### config.mk
export PLATFORM = sky130hd
export DESIGN_NAME = watchdog_discharge_timer_reset
export DESIGN_NICKNAME = d
export VERILOG_FILES = /design/src/verilog/wdt_dt_pkg.sv /design/src/verilog/watchdog_discharge_timer_reset.sv
export VERILOG_INCLUDE_DIRS = /design/src /design/src/verilog
export SDC_FILE = /design/constraint.sdc
export NUM_CORES = 1
export LEC_CHECK = 0
export BUFFER_PORTS_ARGS = -buffer_cell sky130_fd_sc_hd__clkbuf_2
export CAP_MARGIN = 10
export CORE_MARGIN = 2
export CORE_UTILIZATION = 58
export DETAILED_ROUTE_END_ITERATION = 12
export PLACE_DENSITY = 0.81
export SYNTH_ARGS = -nofsm -noshare
export SYNTH_HDL_FRONTEND = slang
export SYNTH_SLANG_ARGS = --single-unit
### constraint.sdc
create_clock -name clk -period 9.2 [get_ports clk]
set_input_delay 1.84 -clock clk [delete_from_list [all_inputs] [get_ports clk]]
set_output_delay 1.84 -clock clk [all_outputs]
set_load 0.03 [all_outputs]
### src/verilog/wdt_dt_defs.svh
`ifndef WDT_DT_DEFS_SVH
`define WDT_DT_DEFS_SVH
// APB word offsets (byte addresses).
`define OFS_CFGA_LO 8'h00
`define OFS_CFGA_HI 8'h04
`define OFS_CFGB 8'h08
`define OFS_STATUS 8'h0C
// Field positions inside the 48-bit group A and 16-bit group B images.
`define TIMEOUT_CODE_LSB 44
`define TIMEOUT_CODE_MSB 47
`define MONITOR_EN_BIT 11
`define MUTE_BIT 9
// Reset images of the configuration groups.
`define CFGA_RESET 48'h0000_0000_0000
`define CFGB_RESET 16'h0000
// Timing: one timebase tick is one millisecond at a 25 ns clock.
`define CLK_PERIOD_NS 25
`define TICK_TIME_NS 1000000
`define WDT_TIME_MS 2000
`define HALF_MIN_MS 30000
`endif

### src/verilog/wdt_dt_pkg.sv
package wdt_dt_pkg;
    // Operating state seen by the rest of the device.
    typedef enum logic [1:0] {
        standby,
        active,
        timed_balancing,
        sleep_st
    } dev_state_type;
    // One-cycle reset strobes for register groups held elsewhere.
    typedef struct packed {
        logic s_ctrl;
        logic pwm;
        logic pwm_s;
        logic comm;
        logic fsm;
    } group_reset_type;
endpackage : wdt_dt_pkg
### src/verilog/watchdog_discharge_timer_reset.sv
// Functional notes
// - Watchdog expires after two seconds without command.
// - Watchdog always on; valid command restarts it.
// - On expiry release open-drain watchdog pin.
// - Timer needs enable pin high, nonzero code.
// - Code selects duration from half to 120 minutes.
// - Group A read returns remaining-time bucket.
// - Only group A write restarts discharge timer.
// - Running timer keeps switches on at expiry.
// - Timer off: expiry resets A, B, S control.
// - Idle timeout: sleep, full group resets.
// - Expiry while running: timed balancing, partial resets.
// - Timeout before expiry: discharge off, partial resets.
// - Timeout after expiry: sleep, full resets.
// - Timeout during A write keeps new data.
// - Timeout during A/B read still resets.
// - Timeout during S read resets S bits.
// - Power cycle: standby, defaults, discharge allowed.
// - Thermal: discharge off, reset A, B except mute bit, COMM.
`timescale 1ns/1ps
`include "wdt_dt_defs.svh"
module watchdog_discharge_timer_reset
    import wdt_dt_pkg::*;
#(
    // Clock cycles per millisecond tick; shorten in simulation.
    parameter int unsigned TICK_CYCLES =
        `TICK_TIME_NS / `CLK_PERIOD_NS
) (
    input wire logic clk,
    input wire logic rst,
    input wire logic psel,
    input wire logic penable,
    input wire logic pwrite,
    input wire logic [7:0] paddr,
    input wire logic [31:0] pwdata,
    output logic [31:0] prdata,
    output logic pready,
    output logic pslverr,
    input wire logic link_cmd_done,
    input wire logic link_pec_ok,
    input wire logic discharge_timer_enable_pin,
    input wire logic thermal_shutdown,
    output logic watchdog_output_pin_out,
    output logic watchdog_output_pin_oe,
    output logic [47:0] cfg_a,
    output logic [15:0] cfg_b,
    output dev_state_type state,
    output logic discharge_allow,
    output group_reset_type group_reset
);
    // Watchdog limit in ticks.
    localparam logic [10:0] WDT_TICKS = 11'(`WDT_TIME_MS);
    // Group A reset image, sliced per byte range where parts reset.
    localparam logic [47:0] A_RST_IMG = `CFGA_RESET;

    // Duration of each timeout code in ticks (milliseconds).
    function automatic logic [22:0] dur_ms(input logic [3:0] code);
        logic [7:0] half;
        half = 8'h00;
        unique case (code)
            4'h0: half = 8'h00;
            4'h1: half = 8'h01;
            4'h2: half = 8'h02;
            4'h3: half = 8'h04;
            4'h4: half = 8'h06;
            4'h5: half = 8'h08;
            4'h6: half = 8'h0A;
            4'h7: half = 8'h14;
            4'h8: half = 8'h1E;
            4'h9: half = 8'h28;
            4'hA: half = 8'h3C;
            4'hB: half = 8'h50;
            4'hC: half = 8'h78;
            4'hD: half = 8'h96;
            4'hE: half = 8'hB4;
            4'hF: half = 8'hF0;
        endcase
        return 23'(half * `HALF_MIN_MS);
    endfunction : dur_ms

    // Smallest code whose duration covers the time left.
    function automatic logic [3:0] bucket(input logic [22:0] left);
        logic [3:0] res;
        res = 4'h0;
        for (int k = 15; k >= 1; k--) begin
            if (left != 23'h0 && left <= dur_ms(4'(k))) begin
                res = 4'(k);
            end
        end
        return res;
    endfunction : bucket

    // Pin synchronisers: three stages, change taken when 2 and 3 agree.
    logic [2:0] enpin_sync;
    logic [2:0] thsd_sync;
    logic enpin_q; // Filtered enable pin.
    logic thsd_q; // Filtered thermal flag.
    logic thsd_d; // Last filtered thermal flag, for edge.

    // Timebase and timers.
    logic [15:0] tick_cnt;
    logic tick;
    logic [10:0] wdt_cnt;
    logic wdt_expired;
    logic running;
    logic [22:0] run_ms;
    logic dt_done; // Timed out; switches off until a group A write.
    logic [47:0] next_cfg_a;
    logic [15:0] next_cfg_b;

    // Bus decode, kept as named wires.
    wire setup = psel && !penable;
    wire access = psel && penable;
    wire hit_alo = paddr == `OFS_CFGA_LO;
    wire hit_ahi = paddr == `OFS_CFGA_HI;
    wire hit_b = paddr == `OFS_CFGB;
    wire hit_st = paddr == `OFS_STATUS;
    wire mapped = hit_alo || hit_ahi || hit_b || hit_st;
    wire wr_alo = access && pwrite && hit_alo;
    wire wr_ahi = access && pwrite && hit_ahi;
    wire wr_b = access && pwrite && hit_b;
    wire wra = wr_alo || wr_ahi;

    // A bus write to a configuration group is a valid command.
    wire link_ok = link_cmd_done && link_pec_ok;
    wire valid_cmd = link_ok || wra || wr_b;
    wire monitor_on = cfg_b[`MONITOR_EN_BIT];
    wire [3:0] new_code = next_cfg_a[`TIMEOUT_CODE_MSB:`TIMEOUT_CODE_LSB];

    // Timer events.
    wire wdt_fire = tick && !wdt_expired && !valid_cmd &&
        wdt_cnt == WDT_TICKS - 11'h001;
    wire dt_fire = running && tick && run_ms == 23'h000001;
    // A simultaneous expiry and timeout counts as the full case.
    wire full_rst = (wdt_fire && (!running || dt_fire)) ||
        (dt_fire && wdt_expired);
    wire ext_bal = wdt_fire && running && !dt_fire;
    wire dt_part = dt_fire && !wdt_expired && !wdt_fire;
    wire thsd_edge = thsd_q && !thsd_d;

    // Synchronise and filter the two pins; stage 1 feeds stage 2 only.
    always_ff @(posedge clk or posedge rst) begin
        if (rst) begin
            enpin_sync <= 3'h0;
            thsd_sync <= 3'h0;
        end else begin
            enpin_sync <= {enpin_sync[1:0], discharge_timer_enable_pin};
            thsd_sync <= {thsd_sync[1:0], thermal_shutdown};
        end
    end

    // Accept a pin change only once the last two stages agree.
    always_ff @(posedge clk or posedge rst) begin
        if (rst) begin
            enpin_q <= 1'b0;
            thsd_q <= 1'b0;
            thsd_d <= 1'b0;
        end else begin
            if (enpin_sync[1] == enpin_sync[2]) begin
                enpin_q <= enpin_sync[2];
            end
            if (thsd_sync[1] == thsd_sync[2]) begin
                thsd_q <= thsd_sync[2];
            end
            thsd_d <= thsd_q;
        end
    end

    // Shared millisecond tick for both timers.
    assign tick = tick_cnt == 16'(TICK_CYCLES - 1);
    always_ff @(posedge clk or posedge rst) begin
        if (rst) begin
            tick_cnt <= 16'h0000;
        end else if (tick) begin
            tick_cnt <= 16'h0000;
        end else begin
            tick_cnt <= tick_cnt + 16'h0001;
        end
    end

    // Watchdog: cannot be disabled; a valid command restarts it.
    always_ff @(posedge clk or posedge rst) begin
        if (rst) begin
            wdt_cnt <= 11'h000;
            wdt_expired <= 1'b0;
        end else if (valid_cmd) begin
            wdt_cnt <= 11'h000;
            wdt_expired <= 1'b0;
        end else if (wdt_fire) begin
            wdt_expired <= 1'b1;
        end else if (tick && !wdt_expired) begin
            wdt_cnt <= wdt_cnt + 11'h001;
        end
    end

    // Open-drain pin: pulled low until expiry, then released.
    assign watchdog_output_pin_out = 1'b0;
    assign watchdog_output_pin_oe = !wdt_expired;

    // Discharge timer. Only a group A write reloads it; the write wins
    // over a timeout in the same cycle so the new setting survives.
    always_ff @(posedge clk or posedge rst) begin
        if (rst) begin
            running <= 1'b0;
            run_ms <= 23'h000000;
        end else if (!enpin_q || thsd_q) begin
            running <= 1'b0;
            run_ms <= 23'h000000;
        end else if (wra) begin
            running <= new_code != 4'h0;
            run_ms <= dur_ms(new_code);
        end else if (dt_fire) begin
            running <= 1'b0;
            run_ms <= 23'h000000;
        end else if (running && tick) begin
            run_ms <= run_ms - 23'h000001;
        end
    end

    // Timeout latch: the switches stay off after a timeout until the
    // host writes group A again; a write in the same cycle wins, as above.
    always_ff @(posedge clk or posedge rst) begin
        if (rst) begin
            dt_done <= 1'b0;
        end else if (wra) begin
            dt_done <= 1'b0;
        end else if (dt_fire) begin
            dt_done <= 1'b1;
        end
    end

    // Group A next value: event resets first, then a bus write on top.
    always_comb begin
        next_cfg_a = cfg_a;
        if (thsd_edge || full_rst) begin
            next_cfg_a = `CFGA_RESET;
        end else begin
            if (ext_bal) begin
                next_cfg_a[7:0] = A_RST_IMG[7:0];
                if (!monitor_on) begin
                    next_cfg_a[31:8] = A_RST_IMG[31:8];
                end
            end
            if (dt_part) begin
                next_cfg_a[47:32] = A_RST_IMG[47:32];
                if (monitor_on) begin
                    next_cfg_a[31:8] = A_RST_IMG[31:8];
                end
            end
        end
        if (wr_alo) begin
            next_cfg_a[31:0] = pwdata;
        end
        if (wr_ahi) begin
            next_cfg_a[47:32] = pwdata[15:0];
        end
    end

    // Group B next value; the mute bit survives all but a full reset.
    always_comb begin
        next_cfg_b = cfg_b;
        if (full_rst) begin
            next_cfg_b = `CFGB_RESET;
        end else begin
            if (thsd_edge) begin
                next_cfg_b = `CFGB_RESET;
                next_cfg_b[`MUTE_BIT] = cfg_b[`MUTE_BIT];
            end
            if (ext_bal) begin
                next_cfg_b[3:0] = 4'h0;
            end
            if (dt_part) begin
                next_cfg_b[7:4] = 4'h0;
                next_cfg_b[15:8] = 8'h00;
                next_cfg_b[`MUTE_BIT] = cfg_b[`MUTE_BIT];
            end
        end
        if (wr_b) begin
            next_cfg_b = pwdata[15:0];
        end
    end

    // Configuration storage; power-on reset restores defaults.
    always_ff @(posedge clk or posedge rst) begin
        if (rst) begin
            cfg_a <= `CFGA_RESET;
            cfg_b <= `CFGB_RESET;
        end else begin
            cfg_a <= next_cfg_a;
            cfg_b <= next_cfg_b;
        end
    end

    // Device state: sleep on full reset, timed balancing on expiry with the timer running.
    always_ff @(posedge clk or posedge rst) begin
        if (rst) begin
            state <= standby;
        end else if (full_rst) begin
            state <= sleep_st;
        end else if (ext_bal) begin
            state <= timed_balancing;
        end else if (valid_cmd) begin
            state <= active;
        end
    end

    // Switches stay on after expiry only while the timer runs.
    assign discharge_allow = !thsd_q && state != sleep_st && !dt_done &&
        (running || !wdt_expired);

    // Strobes to the S control, PWM and COMM groups held elsewhere.
    // Thermal shutdown leaves the S control group untouched.
    always_ff @(posedge clk or posedge rst) begin
        if (rst) begin
            group_reset <= '0;
        end else begin
            group_reset.s_ctrl <= full_rst || dt_part;
            group_reset.pwm <= full_rst || dt_part;
            group_reset.pwm_s <= full_rst || dt_part;
            group_reset.comm <= full_rst || ext_bal || thsd_edge;
            group_reset.fsm <= full_rst;
        end
    end

    // Read image: the code field shows the time left, not what was set.
    wire [3:0] left_code = running ? bucket(run_ms) : 4'h0;
    wire [31:0] rd_ahi = {16'h0000, left_code,
        cfg_a[`TIMEOUT_CODE_LSB-1:32]};
    wire [31:0] rd_st = {26'h0, state, thsd_q, enpin_q, running,
        wdt_expired};
    wire [31:0] rd_mux = hit_alo ? cfg_a[31:0] :
        hit_ahi ? rd_ahi :
        hit_b ? {16'h0000, cfg_b} :
        hit_st ? rd_st : 32'h0000_0000;

    // Read data is captured in the setup cycle, so a timeout landing
    // between setup and access may show stale bytes; this is allowed.
    always_ff @(posedge clk or posedge rst) begin
        if (rst) begin
            prdata <= 32'h0000_0000;
        end else if (setup && !pwrite) begin
            prdata <= rd_mux;
        end
    end

    // Zero-wait slave; unmapped addresses answer with an error.
    assign pready = 1'b1;
    assign pslverr = access && !mapped;
endmodule : watchdog_discharge_timer_reset

* Yosys cells after proc, flatten, opt, wreduce, memory -nomap -nowiden
Memories as Yosys holds them, arrays and structs flattened.
Index checks and enable logic that the tools add are counted.
** Storage, ports and cells
- Register bits after elaboration :: 163
- Bits in read-only memories :: 128
- Output and inout port bits :: 108
- Logic and storage cells :: 184
- Memories kept :: 1
** Memories
- (name not given) :: words 16, width 8, rd ports 1, clocked after Yosys merged registers in 0, write ports 0, RTL line watchdog_discharge_timer_reset.sv:60 : unique case (code)
** Cells by class
- $add $sub $neg :: 3
- Multiply operators :: 1
- Order comparisons :: 15
- Equality and inequality tests :: 10
- Multiplexer cells :: 52
- Reductions and logical operators :: 80
** Operators with widths (count)
- $mux 16 :: 7
- $mux 32 :: 3
- $mux 23 :: 4
- $le 23x23->1 const B :: 3
- $mux 4 :: 17
- $mux 24 :: 2
- $mux 48 :: 1
- $le 23x18->1 const B :: 2
- $le 23x20->1 const B :: 2
- $le 23x21->1 const B :: 2
- $le 23x22->1 const B :: 2
- $mux 40 :: 1
- $logic_and 1x1->1 :: 39
- $mux 11 :: 3
- $eq 23x1->1 const B :: 1
- $le 23x15->1 const B :: 1
- $le 23x16->1 const B :: 1
- $le 23x17->1 const B :: 1
- $le 23x19->1 const B :: 1
- $reduce_bool 23->1 :: 1
- $sub 23x1->23 const B :: 1
- $mul 8x11->19 const B :: 1
- $add 16x1->16 const B :: 1
- $eq 16x16->1 const B :: 1
- other kinds (18) :: 63

* Longest topological paths before layout
Gate-level depths: netlist of run 1.
An unclocked memory read counts as a cell.
- Depth in word-level cells :: 22
- Depth in mapped cells :: 28

* Worst setup path before layout of run 1
Ideal clock, no wire load.
- Path type :: in2reg
- Start :: in paddr[5]
- End :: reg run_ms[22]
- Library setup time :: 0.120 ns
- Arrival :: 8.081 ns
- Data required time :: 9.080 ns
- Setup slack :: 0.999 ns
- Stages :: 24
- Cell sequence :: or4_4 o41ai_4 or4_4 nand2_1 a21oi_2 clkbuf_1 a22oi_1 ha_1 or3_1 o21ai_0 fa_1 ha_1 inv_1 fa_1 fa_1 inv_1 ha_1 a21o_1 a21oi_1 a31oi_1 o41ai_1 nand2_1 a21oi_1 and3b_1
** On the way
- Longest elaborated chain between the ends :: 19
** Ends and longest elaborated chain
- start: declaration :: RTL line watchdog_discharge_timer_reset.sv:34 : input wire logic [7:0] paddr,
- $eq 8x3->1 (no source line) / $logic_not 8->1 (equally long branches)
- $logic_and 1x1->1 (on tied branches) :: RTL line watchdog_discharge_timer_reset.sv:120, watchdog_discharge_timer_reset.sv:119
- $logic_or 1x1->1 :: RTL line watchdog_discharge_timer_reset.sv:122 : wire wra = wr_alo || wr_ahi;
- $logic_or 1x1->1 (2 in series) :: RTL line watchdog_discharge_timer_reset.sv:126 : wire valid_cmd = link_ok || wra || wr_b;
- $logic_not 1->1 :: RTL line watchdog_discharge_timer_reset.sv:131 : wire wdt_fire = tick && !wdt_expired && !valid_cmd &&
- $logic_and 1x1->1 (2 in series) :: RTL line watchdog_discharge_timer_reset.sv:131
- $logic_not 1->1 / $logic_and 1x1->1 (equally long branches) :: RTL line watchdog_discharge_timer_reset.sv:138, watchdog_discharge_timer_reset.sv:135
- $logic_and 1x1->1 / $logic_or 1x1->1 (equally long branches) :: RTL line watchdog_discharge_timer_reset.sv:138, watchdog_discharge_timer_reset.sv:135
- $mux 40 / $logic_or 1x1->1 (equally long branches) :: RTL line watchdog_discharge_timer_reset.sv:244, watchdog_discharge_timer_reset.sv:235
- $mux 48 :: RTL line watchdog_discharge_timer_reset.sv:235 : if (thsd_edge || full_rst) begin
- $mux 16 :: RTL line watchdog_discharge_timer_reset.sv:254 : if (wr_ahi) begin
- $mem_v2 16x8
- $mux 8 :: RTL line watchdog_discharge_timer_reset.sv:209 : end else if (wra) begin
- $mux 8 :: RTL line watchdog_discharge_timer_reset.sv:206 : end else if (!enpin_q || thsd_q) begin
- $mul 8x11->19 (no source line)
- $mux 23 :: RTL line watchdog_discharge_timer_reset.sv:209
- $mux 23 :: RTL line watchdog_discharge_timer_reset.sv:206
- end signal: assignment :: RTL line watchdog_discharge_timer_reset.sv:211 : run_ms <= dur_ms(new_code);
- end signal: assignment :: RTL line watchdog_discharge_timer_reset.sv:216 : run_ms <= run_ms - 23'h000001;
- end: declaration :: RTL line watchdog_discharge_timer_reset.sv:106 : logic [22:0] run_ms;
Parallel ways exist; a longest one is shown, timed or not. The select of a mux whose other input is x is not followed.
A chain may end at the register's enable or synchronous reset.

* Worst setup path after layout of run 1
- Start :: in paddr[2]
- End :: reg run_ms[22]
Same word-level chain as after synthesis.

==> results of run 1 <==
## power by group
| group | switching, uW | internal (uW) |
|---|---|---|
| clock | 344 | 370 |
| sequential | 12.0 | 729 |
| combinational | 695 | 479 |
| total | 1050 | 1580 |
## flip-flops by register name, summed over array words and instances (netlist names), 2 cells and up
signal and count:
wdt_cnt 11, state 2, enpin_sync 3, run_ms 23, cfg_b 16, prdata 32
group_reset 3, tick_cnt 16, cfg_a 48, thsd_sync 3
## final cells by class
class	instances	share of cell area
flip-flops and latches	163	0.336
repair buffers	168	0.0720
multi-input cells	872	0.495
well taps	229	0.0236
clock inverters	15	0.0149
inverters	74	0.0237
clock buffers	17	0.0350
## logic make-up after synthesis
group,share of synthesized area
and+or+nand+nor,0.213
AOI/OAI and AO/OA,0.192
DFF,0.382
buffers and inverters,0.0569
adders and majority gates,0.107
xor gates and xnor gates,0.0303
muxes,0.0193
other,0.000703
## layer usage
layer	vias up	routed length, um	global-route usage
met5	-	0	0
met4	0	892	0.113
met3	82	2650	0.0557
met2	577	15300	0.530
met1	4904	13300	0.459
li1	4504	-	-
## critical path: cells and delay by family
family	cells	cell delay [ns]
buf+inv	5	0.78
fa+ha+maj	6	2.50
compound gates	10	2.21
simple gates	6	1.37
## layout by cell type (no fill, tap or decap), types with 6 or more instances in the layout
cell type,count
mux2i_1,6
a221oi_1,10
clkbuf_16,17
mux4_2,6
or2_2,7
xnor2_1,19
or4_1,9
nand2b_1,7
and3_1,18
and2_1,11
a21oi_1,62
nor3_1,31
clkbuf_2,154
a211oi_1,13
inv_1,72
a22o_1,53
nor4_1,14
nand3_1,53
inv_8,6
a22oi_1,6
a31oi_1,9
buf_4,14
o31ai_1,6
ha_1,59
o2111ai_1,7
o21ai_0,68
or3_1,16
nand4_1,18
dfrtp_1,163
fa_1,19
nor2_1,89
nand2_1,131
xor2_1,18
## per-stage QoR
step / hold WS [ns] / utilization / cell area, um^2 / instances / power [uW]
global placement: 0.334 / 0.641 / 11500 / 1506 / 1880
global route: 0.361 / 0.674 / 12200 / 1538 / 2800
detailed placement: 0.336 / 0.641 / 11500 / 1506 / 1920
CTS: 0.353 / 0.674 / 12200 / 1538 / 2630
floorplan: 0.331 / - / 10700 / 1178 / 1630
finish: 0.350 / 0.674 / 12200 / 1538 / 2630
## final timing paths
| path | end | slack, ns | depth (start not counted) |
|---|---|---|---|
| max in group asynchronous | run_ms[4]$_DFFE_PP0P_ | 6.23 | 3 |
| min reg2reg | enpin_sync[1]$_DFF_PP0_ | 0.35 | 0 |
| max reg2reg | run_ms[22]$_DFFE_PP0P_ | 1.48 | 25 |
| min in group asynchronous | tick_cnt[4]$_DFF_PP0_ | 1.58 | 2 |
| min | enpin_sync[1]$_DFF_PP0_ | 0.35 | 0 |
| max | run_ms[22]$_DFFE_PP0P_ | 0.81 | 27 |
==> flow_summary.yaml, run 1 <==
sta:
  report.final.slew_viol_count: 0
  rsz0062_at_grt: "no"
  tightest_slew_ns: 1.35
  finalSetupViolCount: 0
  clock_skew_ns: 0.0113
  fin_crit_ns: 8.39
  hold_violations: 0
  period_share: 0.911
  setup_tns_ns: 0
  max_slew_margin: 0.0743
  max_freq_mhz: 119
  timing.final.ws_setup_ns: 0.815
worst_hold_path:
  min_from: "enpin_sync[0]$_DFF_PP0_"
  hold_class: "reg2reg"
pwr:
  total_leakage_power_uw: 0.00591
  power.density_nw_per_um2: 216
  peakVddDrop_mv: 0.400
clocking:
  numCtsBuffers: 17
  cts-hold-fix-buffers: 0
  clkSinkCount: 163
  post_cts_buffers: 0
  cts_resized: 0
  cts_root_buf: "clkbuf_16"
  clk_pin_slew_worst_paths_ns: 0.07
  insertion_delay_ns: 0.44
  clock_path_buffers: 2
  cts_tree: "built"
  htreeDepth: 4
synth:
  yosysMostFrequentCell: "dfrtp_1"
  yosys.area.top_type_share: 0.382
  yosysWarnings: 0
  syn-cell-area_um2: 10700
  synth_fp_nets: 1305
  synthCells: 1178
  synth_top_area_cell: "dfrtp_1"
  ys_seq_elements: 163
  synth_edf_count: 0
  synthArstFlopShare: 1.00
  synthTopCellsByArea: "dfrtp_1 38%, ha_1 6.9%, nand2_1 4.6%"
  synthFlopType: "dfrtp_1"
  synth_area_per_cell_um2: 9.07
  ys_types: 84
  synthTopCellsByCount: "163 x dfrtp_1, 131 x nand2_1, 89 x nor2_1"
  ys_seq_area_frac: 0.382
global_routing:
  grt_pass1_wl_um: 52000
  antenna_found_initial: 0
  grt_max_degree: 96
  track_usage: 0.331
  grt_pass1_vias: 9657
  gr-total-overflow: 0
die:
  die_x_um: 140
  core-area_um2: 18000
  fp-row-count: 49
  dieArea_um2: 19500
  initial_core_util: 0.593
  die_y_um: 140
  io_pins: 157
placement:
  hpwlAfterDp_um: 23900
  pre_cts_ws_ns: 0.496
  gp_congestion: 0.987
  port_buffers: 154
cells_and_area:
  layout.nets: 1423
  multi_input_area_um2: 6020
  fillers: 1467
  area.growth.synth_to_final_pct: 13.8
  drive_gt1_frac: 0.186
  num_antenna_cells: 0
  seq_area_um2: 4080
route:
  drt_pass1_iterations: 5
  wl_per_cell_um: 20.9
  viasPerCell: 6.55
  routed_wl_um: 32200
  drtIter0Drc: 1112
  drc: 0
  dr_total_vias: 10100
  postRouteAntennaNets: 0
run_status:
  status: "finished, final reports clean"
worst_setup_path:
  cp-startpoint: "paddr[2]"
  endpoint_kind: "flip-flop"
  crit_arrival_ns: 8.71
  crit_fanout: 17
  r2r_start: "run_ms[8]$_DFFE_PP0P_"
  required_ns: 9.52
  path_class: "in2reg"
  startpoint_type: "input pin"
  slowest_stage: "o21ai_0"
  max_stage_delay_ns: 0.56
flow_run:
  cap_violations: 0
Note: power is estimated with default switching activity, not from simulation.
==> run 2, diff against run 1 <==
Settings changed: ABC_AREA set to 1, CORE_UTILIZATION 58 to 59, PLACE_DENSITY 0.81 to 0.82.
==> flow_summary.yaml, run 2 <==
route:
  viasPerCell: 5.97
  wl_per_cell_um: 18.8
  drc: 0
  dr_total_vias: 11100
  routed_wl_um: 34900
  drtIter0Drc: 1150
  drt_pass1_iterations: 6
  postRouteAntennaNets: 0
placement:
  dpl-instance-area_um2: 12100
  pre_cts_ws_ns: 0.549
  port_buffers: 154
  hpwlAfterDp_um: 26800
  gp_congestion: 1.01
sta:
  hold_violations: 0
  tightest_slew_ns: 1.05
  fin_crit_ns: 8.33
  setup_tns_ns: 0
  rsz0062_at_grt: "no"
  max_freq_mhz: 120
  timing.final.ws_setup_ns: 0.867
  period_share: 0.906
  max_slew_margin: 0.290
  finalSetupViolCount: 0
  report.final.slew_viol_count: 0
  clock_skew_ns: 0.0135
cells_and_area:
  multi_input_area_um2: 5900
  num_antenna_cells: 0
  drive_gt1_frac: 0.159
  utilization: 0.682
  seq_area_um2: 4080
  reg_top3: "cfg_a (48), prdata (32), run_ms (23)"
  final_common_cell: "nand2_1"
  fillers: 1605
  largest_reg_flops: 48
  largest-register: "cfg_a"
  final_cell_mix: "278 x nand2_1, 242 x inv_1, 163 x dfrtp_1"
  layout.nets: 1741
  stdcell_area_um2: 12700
  area.growth.synth_to_final_pct: 13.6
synth:
  yosys.area_share.simple: 0.263
  synth_xor_area_frac: 0.0204
  ys_seq_elements: 163
  yosys.area_share.adder: 0.102
  synthCells: 1480
  synth_fp_nets: 1607
  synthTopCellsByArea: "dfrtp_1 36%, nand2_1 9.3%, inv_1 8.2%"
  yosys.area.top_type_share: 0.365
  synth_mux_area_frac: 0
  synth_top_family_by_area: "simple AND/OR/NAND/NOR gates"
  syn-cell-area_um2: 11200
  yosysMostFrequentCell: "nand2_1"
  ys_seq_area_frac: 0.365
  ys_types: 63
  synthTopCellsByCount: "278 x nand2_1, 243 x inv_1, 163 x dfrtp_1"
  yosysWarnings: 0
  synthFlopType: "dfrtp_1"
  synth_top_area_cell: "dfrtp_1"
  synth_area_per_cell_um2: 7.56
  synth-compound-area-share: 0.141
  synth_edf_count: 0
  synthArstFlopShare: 1.00
clocking:
  htreeDepth: 4
  clk_pin_slew_worst_paths_ns: 0.07
  cts-hold-fix-buffers: 0
  cts_root_buf: "clkbuf_16"
  post_cts_buffers: 0
  clkSinkCount: 163
  clock_path_buffers: 2
  insertion_delay_ns: 0.43
  cts_tree: "built"
  cts_resized: 0
  numCtsBuffers: 17
die:
  core-area_um2: 18600
  die_x_um: 142
  die_y_um: 142
  initial_core_util: 0.600
  dieArea_um2: 20100
  io_pins: 157
  fp-row-count: 50
worst_setup_path:
  path_class: "in2reg"
  startpoint_type: "input pin"
  r2r_cells: 35
  cp-startpoint: "paddr[1]"
  crit_fanout: 14
  r2r_start: "run_ms[22]$_DFFE_PP0P_"
  max_stage_delay_ns: 0.54
  required_ns: 9.48
  timing.rr.end: "run_ms[20]$_DFFE_PP0P_"
  slowest_stage: "fa_1"
  reg2reg_setup_slack_ns: 1.75
  endpoint_kind: "flip-flop"
  crit_arrival_ns: 8.61
  cp_common_cell: "inv_1"
  crit_end: "run_ms[20]$_DFFE_PP0P_"
run_status:
  status: "finished, final reports clean"
pwr:
  peakVddDrop_mv: 0.155
  total_leakage_power_uw: 0.00679
  power.density_nw_per_um2: 179
global_routing:
  grt_max_degree: 64
  gr-total-overflow: 0
  track_usage: 0.353
  antenna_found_initial: 0
  grt_pass1_wl_um: 55800
  grt_pass1_vias: 10800
worst_hold_path:
  hold_class: "reg2reg"
flow_run:
  cap_violations: 0
==> run 2: how the worst min path moves through the flow <==
| stage | slack (ns) | start | to | cells after the start |
|---|---|---|---|---|
| 2_1_floorplan | 0.33 | enpin_sync[0]$_DFF_PP0_ | enpin_sync[1]$_DFF_PP0_ | 0 |
| 3_3_place_gp | 0.33 | enpin_sync[0]$_DFF_PP0_ | enpin_sync[1]$_DFF_PP0_ | 0 |
| 3_5_place_dp | 0.34 | thsd_sync[0]$_DFF_PP0_ | thsd_sync[1]$_DFF_PP0_ | 0 |
| 4_1_cts | 0.35 | thsd_sync[0]$_DFF_PP0_ | thsd_sync[1]$_DFF_PP0_ | 0 |
| 5_1_grt | 0.36 | enpin_sync[0]$_DFF_PP0_ | enpin_sync[1]$_DFF_PP0_ | 0 |
| 6_report | 0.35 | thsd_sync[0]$_DFF_PP0_ | thsd_sync[1]$_DFF_PP0_ | 0 |
==> run 2: area by class of cell <==
cell class              count  area share
well taps                 234      0.0230
flip-flops and latches    163       0.321
clock inverters            14      0.0132
clock buffers              18      0.0346
multi-input cells        1009       0.464
inverters                 260      0.0778
repair buffers            163      0.0660
==> run 2: cell families after synthesis <==
family	count (synthesis)
other	2
adder cells (fa/ha/maj)	80
XOR/XNOR	26
AO/OA/AOI/OAI	264
flip-flops	163
buffers and inverters	308
AND/OR/NAND/NOR	637
==> run 2: metrics by stage <==
| stage | power, uW | instances | hold WS, ns |
|---|---|---|---|
| after detailed placement | 1530 | 1829 | 0.337 |
| after CTS | 2260 | 1861 | 0.353 |
| after global routing | 2390 | 1861 | 0.358 |
| final | 2280 | 1861 | 0.350 |
| after floorplan | 1310 | 1480 | 0.331 |
| after global placement | 1540 | 1829 | 0.333 |
==> run 2: worst max-delay path, delay by kind of cell <==
family	cells	cell delay [ns]
compound gates	6	1.32
buf+inv	8	0.71
fa+ha+maj	6	2.45
simple gates	16	2.26
==> run 2: layer usage <==
metal,share of wire,global-route usage
met4,0.030,0.132
met3,0.086,0.0621
met2,0.47,0.587
met1,0.41,0.464
met5,0,0
==> run 2: report_power, final <==
part	switching (uW)	internal, uW
Clock	322	417
Sequential	69.1	740
Combinational	514	219
Total	905	1380
==> run 3, diff against run 2 <==
Settings changed: REMOVE_ABC_BUFFERS set to 1.
==> flow_summary.yaml, run 3 (same netlist as run 2, synthesis figures left out) <==
run_status:
  status: "finished, final reports clean"
route:
  postRouteAntennaNets: 0
  dr_total_vias: 11200
  wl_per_cell_um: 18.9
  drc: 0
  drtIter0Drc: 1039
  viasPerCell: 6.00
  drt_pass1_iterations: 6
  routed_wl_um: 35200
worst_setup_path:
  crit_arrival_ns: 8.48
  crit_fanout: 14
  startpoint_type: "input pin"
  endpoint_kind: "flip-flop"
  required_ns: 9.53
  cp_common_cell: "nand2_1"
  max_stage_delay_ns: 0.55
  r2r_cells: 37
  path_class: "in2reg"
  slowest_stage: "fa_1"
sta:
  finalSetupViolCount: 0
  max_slew_margin: 0.231
  period_share: 0.886
  max_freq_mhz: 123
  fin_crit_ns: 8.15
  hold_violations: 0
  report.final.slew_viol_count: 0
  tightest_slew_ns: 1.14
  clock_skew_ns: 0.0150
  setup_tns_ns: 0
  rsz0062_at_grt: "no"
clocking:
  insertion_delay_ns: 0.44
  htreeDepth: 4
  post_cts_buffers: 0
  cts-hold-fix-buffers: 0
  clock_path_buffers: 2
  cts_resized: 0
  numCtsBuffers: 17
  clk_pin_slew_worst_paths_ns: 0.08
  cts_tree: "built"
  clkSinkCount: 163
  cts_root_buf: "clkbuf_16"
global_routing:
  gr-total-overflow: 0
  antenna_found_initial: 0
  grt_max_degree: 99
  grt_pass1_wl_um: 56800
  grt_pass1_vias: 10900
  track_usage: 0.360
die:
  core-area_um2: 18600
  die_x_um: 142
  io_pins: 157
  dieArea_um2: 20100
  die_y_um: 142
  fp-row-count: 50
  initial_core_util: 0.600
cells_and_area:
  fillers: 1542
  num_antenna_cells: 0
  drive_gt1_frac: 0.158
  largest-register: "cfg_a"
  final_cell_mix: "278 x nand2_1, 242 x inv_1, 163 x dfrtp_1"
  final_common_cell: "nand2_1"
  reg_top3: "cfg_a (48), prdata (32), run_ms (23)"
  layout.nets: 1740
  area.growth.synth_to_final_pct: 13.7
  largest_reg_flops: 48
worst_hold_path:
  min_path_cells: 0
  hold_class: "reg2reg"
flow_run:
  cap_violations: 0
placement:
  gp_congestion: 1.02
  port_buffers: 154
  hpwlAfterDp_um: 26200
pwr:
  total_leakage_power_uw: 0.00680
  power.density_nw_per_um2: 179
  finalPower_uw: 2280
  peakVddDrop_mv: 0.151
run 3: cell count changes in the layout (fill, tap and decap cells not counted):
cell	before	now
inv_6	7	2
inv_8	1	6
clkinv_8	1	4
clkinv_2	2	0
buf_4	9	8
bufinv_16	2	1
clkbuf_8	1	0
inv_12	0	1
run 3: cell type report:
cell class              instances  area [um^2]  area share
clock buffers                  17          425      0.0334
clock inverters                15          205      0.0161
inverters                     260          988      0.0777
multi-input cells            1009         5900       0.464
flip-flops and latches        163         4080       0.321
well taps                     234          293      0.0230
repair buffers                162          831      0.0653
run 3: layer usage:
layer,global-route usage,part of all wire,vias up
li1,-,-,5150
met1,0.459,0.40,5276
met2,0.605,0.48,616
met3,0.0570,0.082,109
met4,0.166,0.043,0
met5,0,0,-
run 3: where the power goes:
group          internal (uW)  switching, uW  total [uW]  leakage [uW]
Clock                    398            363         761      0.000308
Sequential               739           67.1         806       0.00222
Combinational            219            495         714       0.00426
run 3: worst paths after layout:
kind,from,slack (ns),end
setup / recovery,paddr[7],1.05,run_ms[22]$_DFFE_PP0P_
hold / removal,enpin_sync[0]$_DFF_PP0_,0.35,enpin_sync[1]$_DFF_PP0_
setup reg to reg,run_ms[22]$_DFFE_PP0P_,1.97,run_ms[22]$_DFFE_PP0P_
hold reg to reg,enpin_sync[0]$_DFF_PP0_,0.35,enpin_sync[1]$_DFF_PP0_
max in group asynchronous,rst,6.27,run_ms[1]$_DFFE_PP0P_
min in group asynchronous,rst,1.54,prdata[6]$_DFFE_PP0P_
run 3: worst max-delay path, delay by kind of cell:
family                   cells  cell delay, ns
AND/OR/NAND/NOR             19            2.53
adder cells (fa/ha/maj)      6            2.47
AO/OA/AOI/OAI                5            1.12
buffers and inverters        8            0.53
run 3: per-stage QoR:
step                      setup slack, ns  std cells   util  hold slack [ns]  area, um^2
after floorplan                     0.625       1432      -            0.331       11000
after global placement              0.947       1828  0.649            0.333       12100
after detailed placement            0.680       1828  0.649            0.335       12100
after CTS                            1.11       1860  0.682            0.351       12700
after global routing                0.533       1860  0.682            0.362       12700
final                                1.05       1860  0.682            0.350       12700
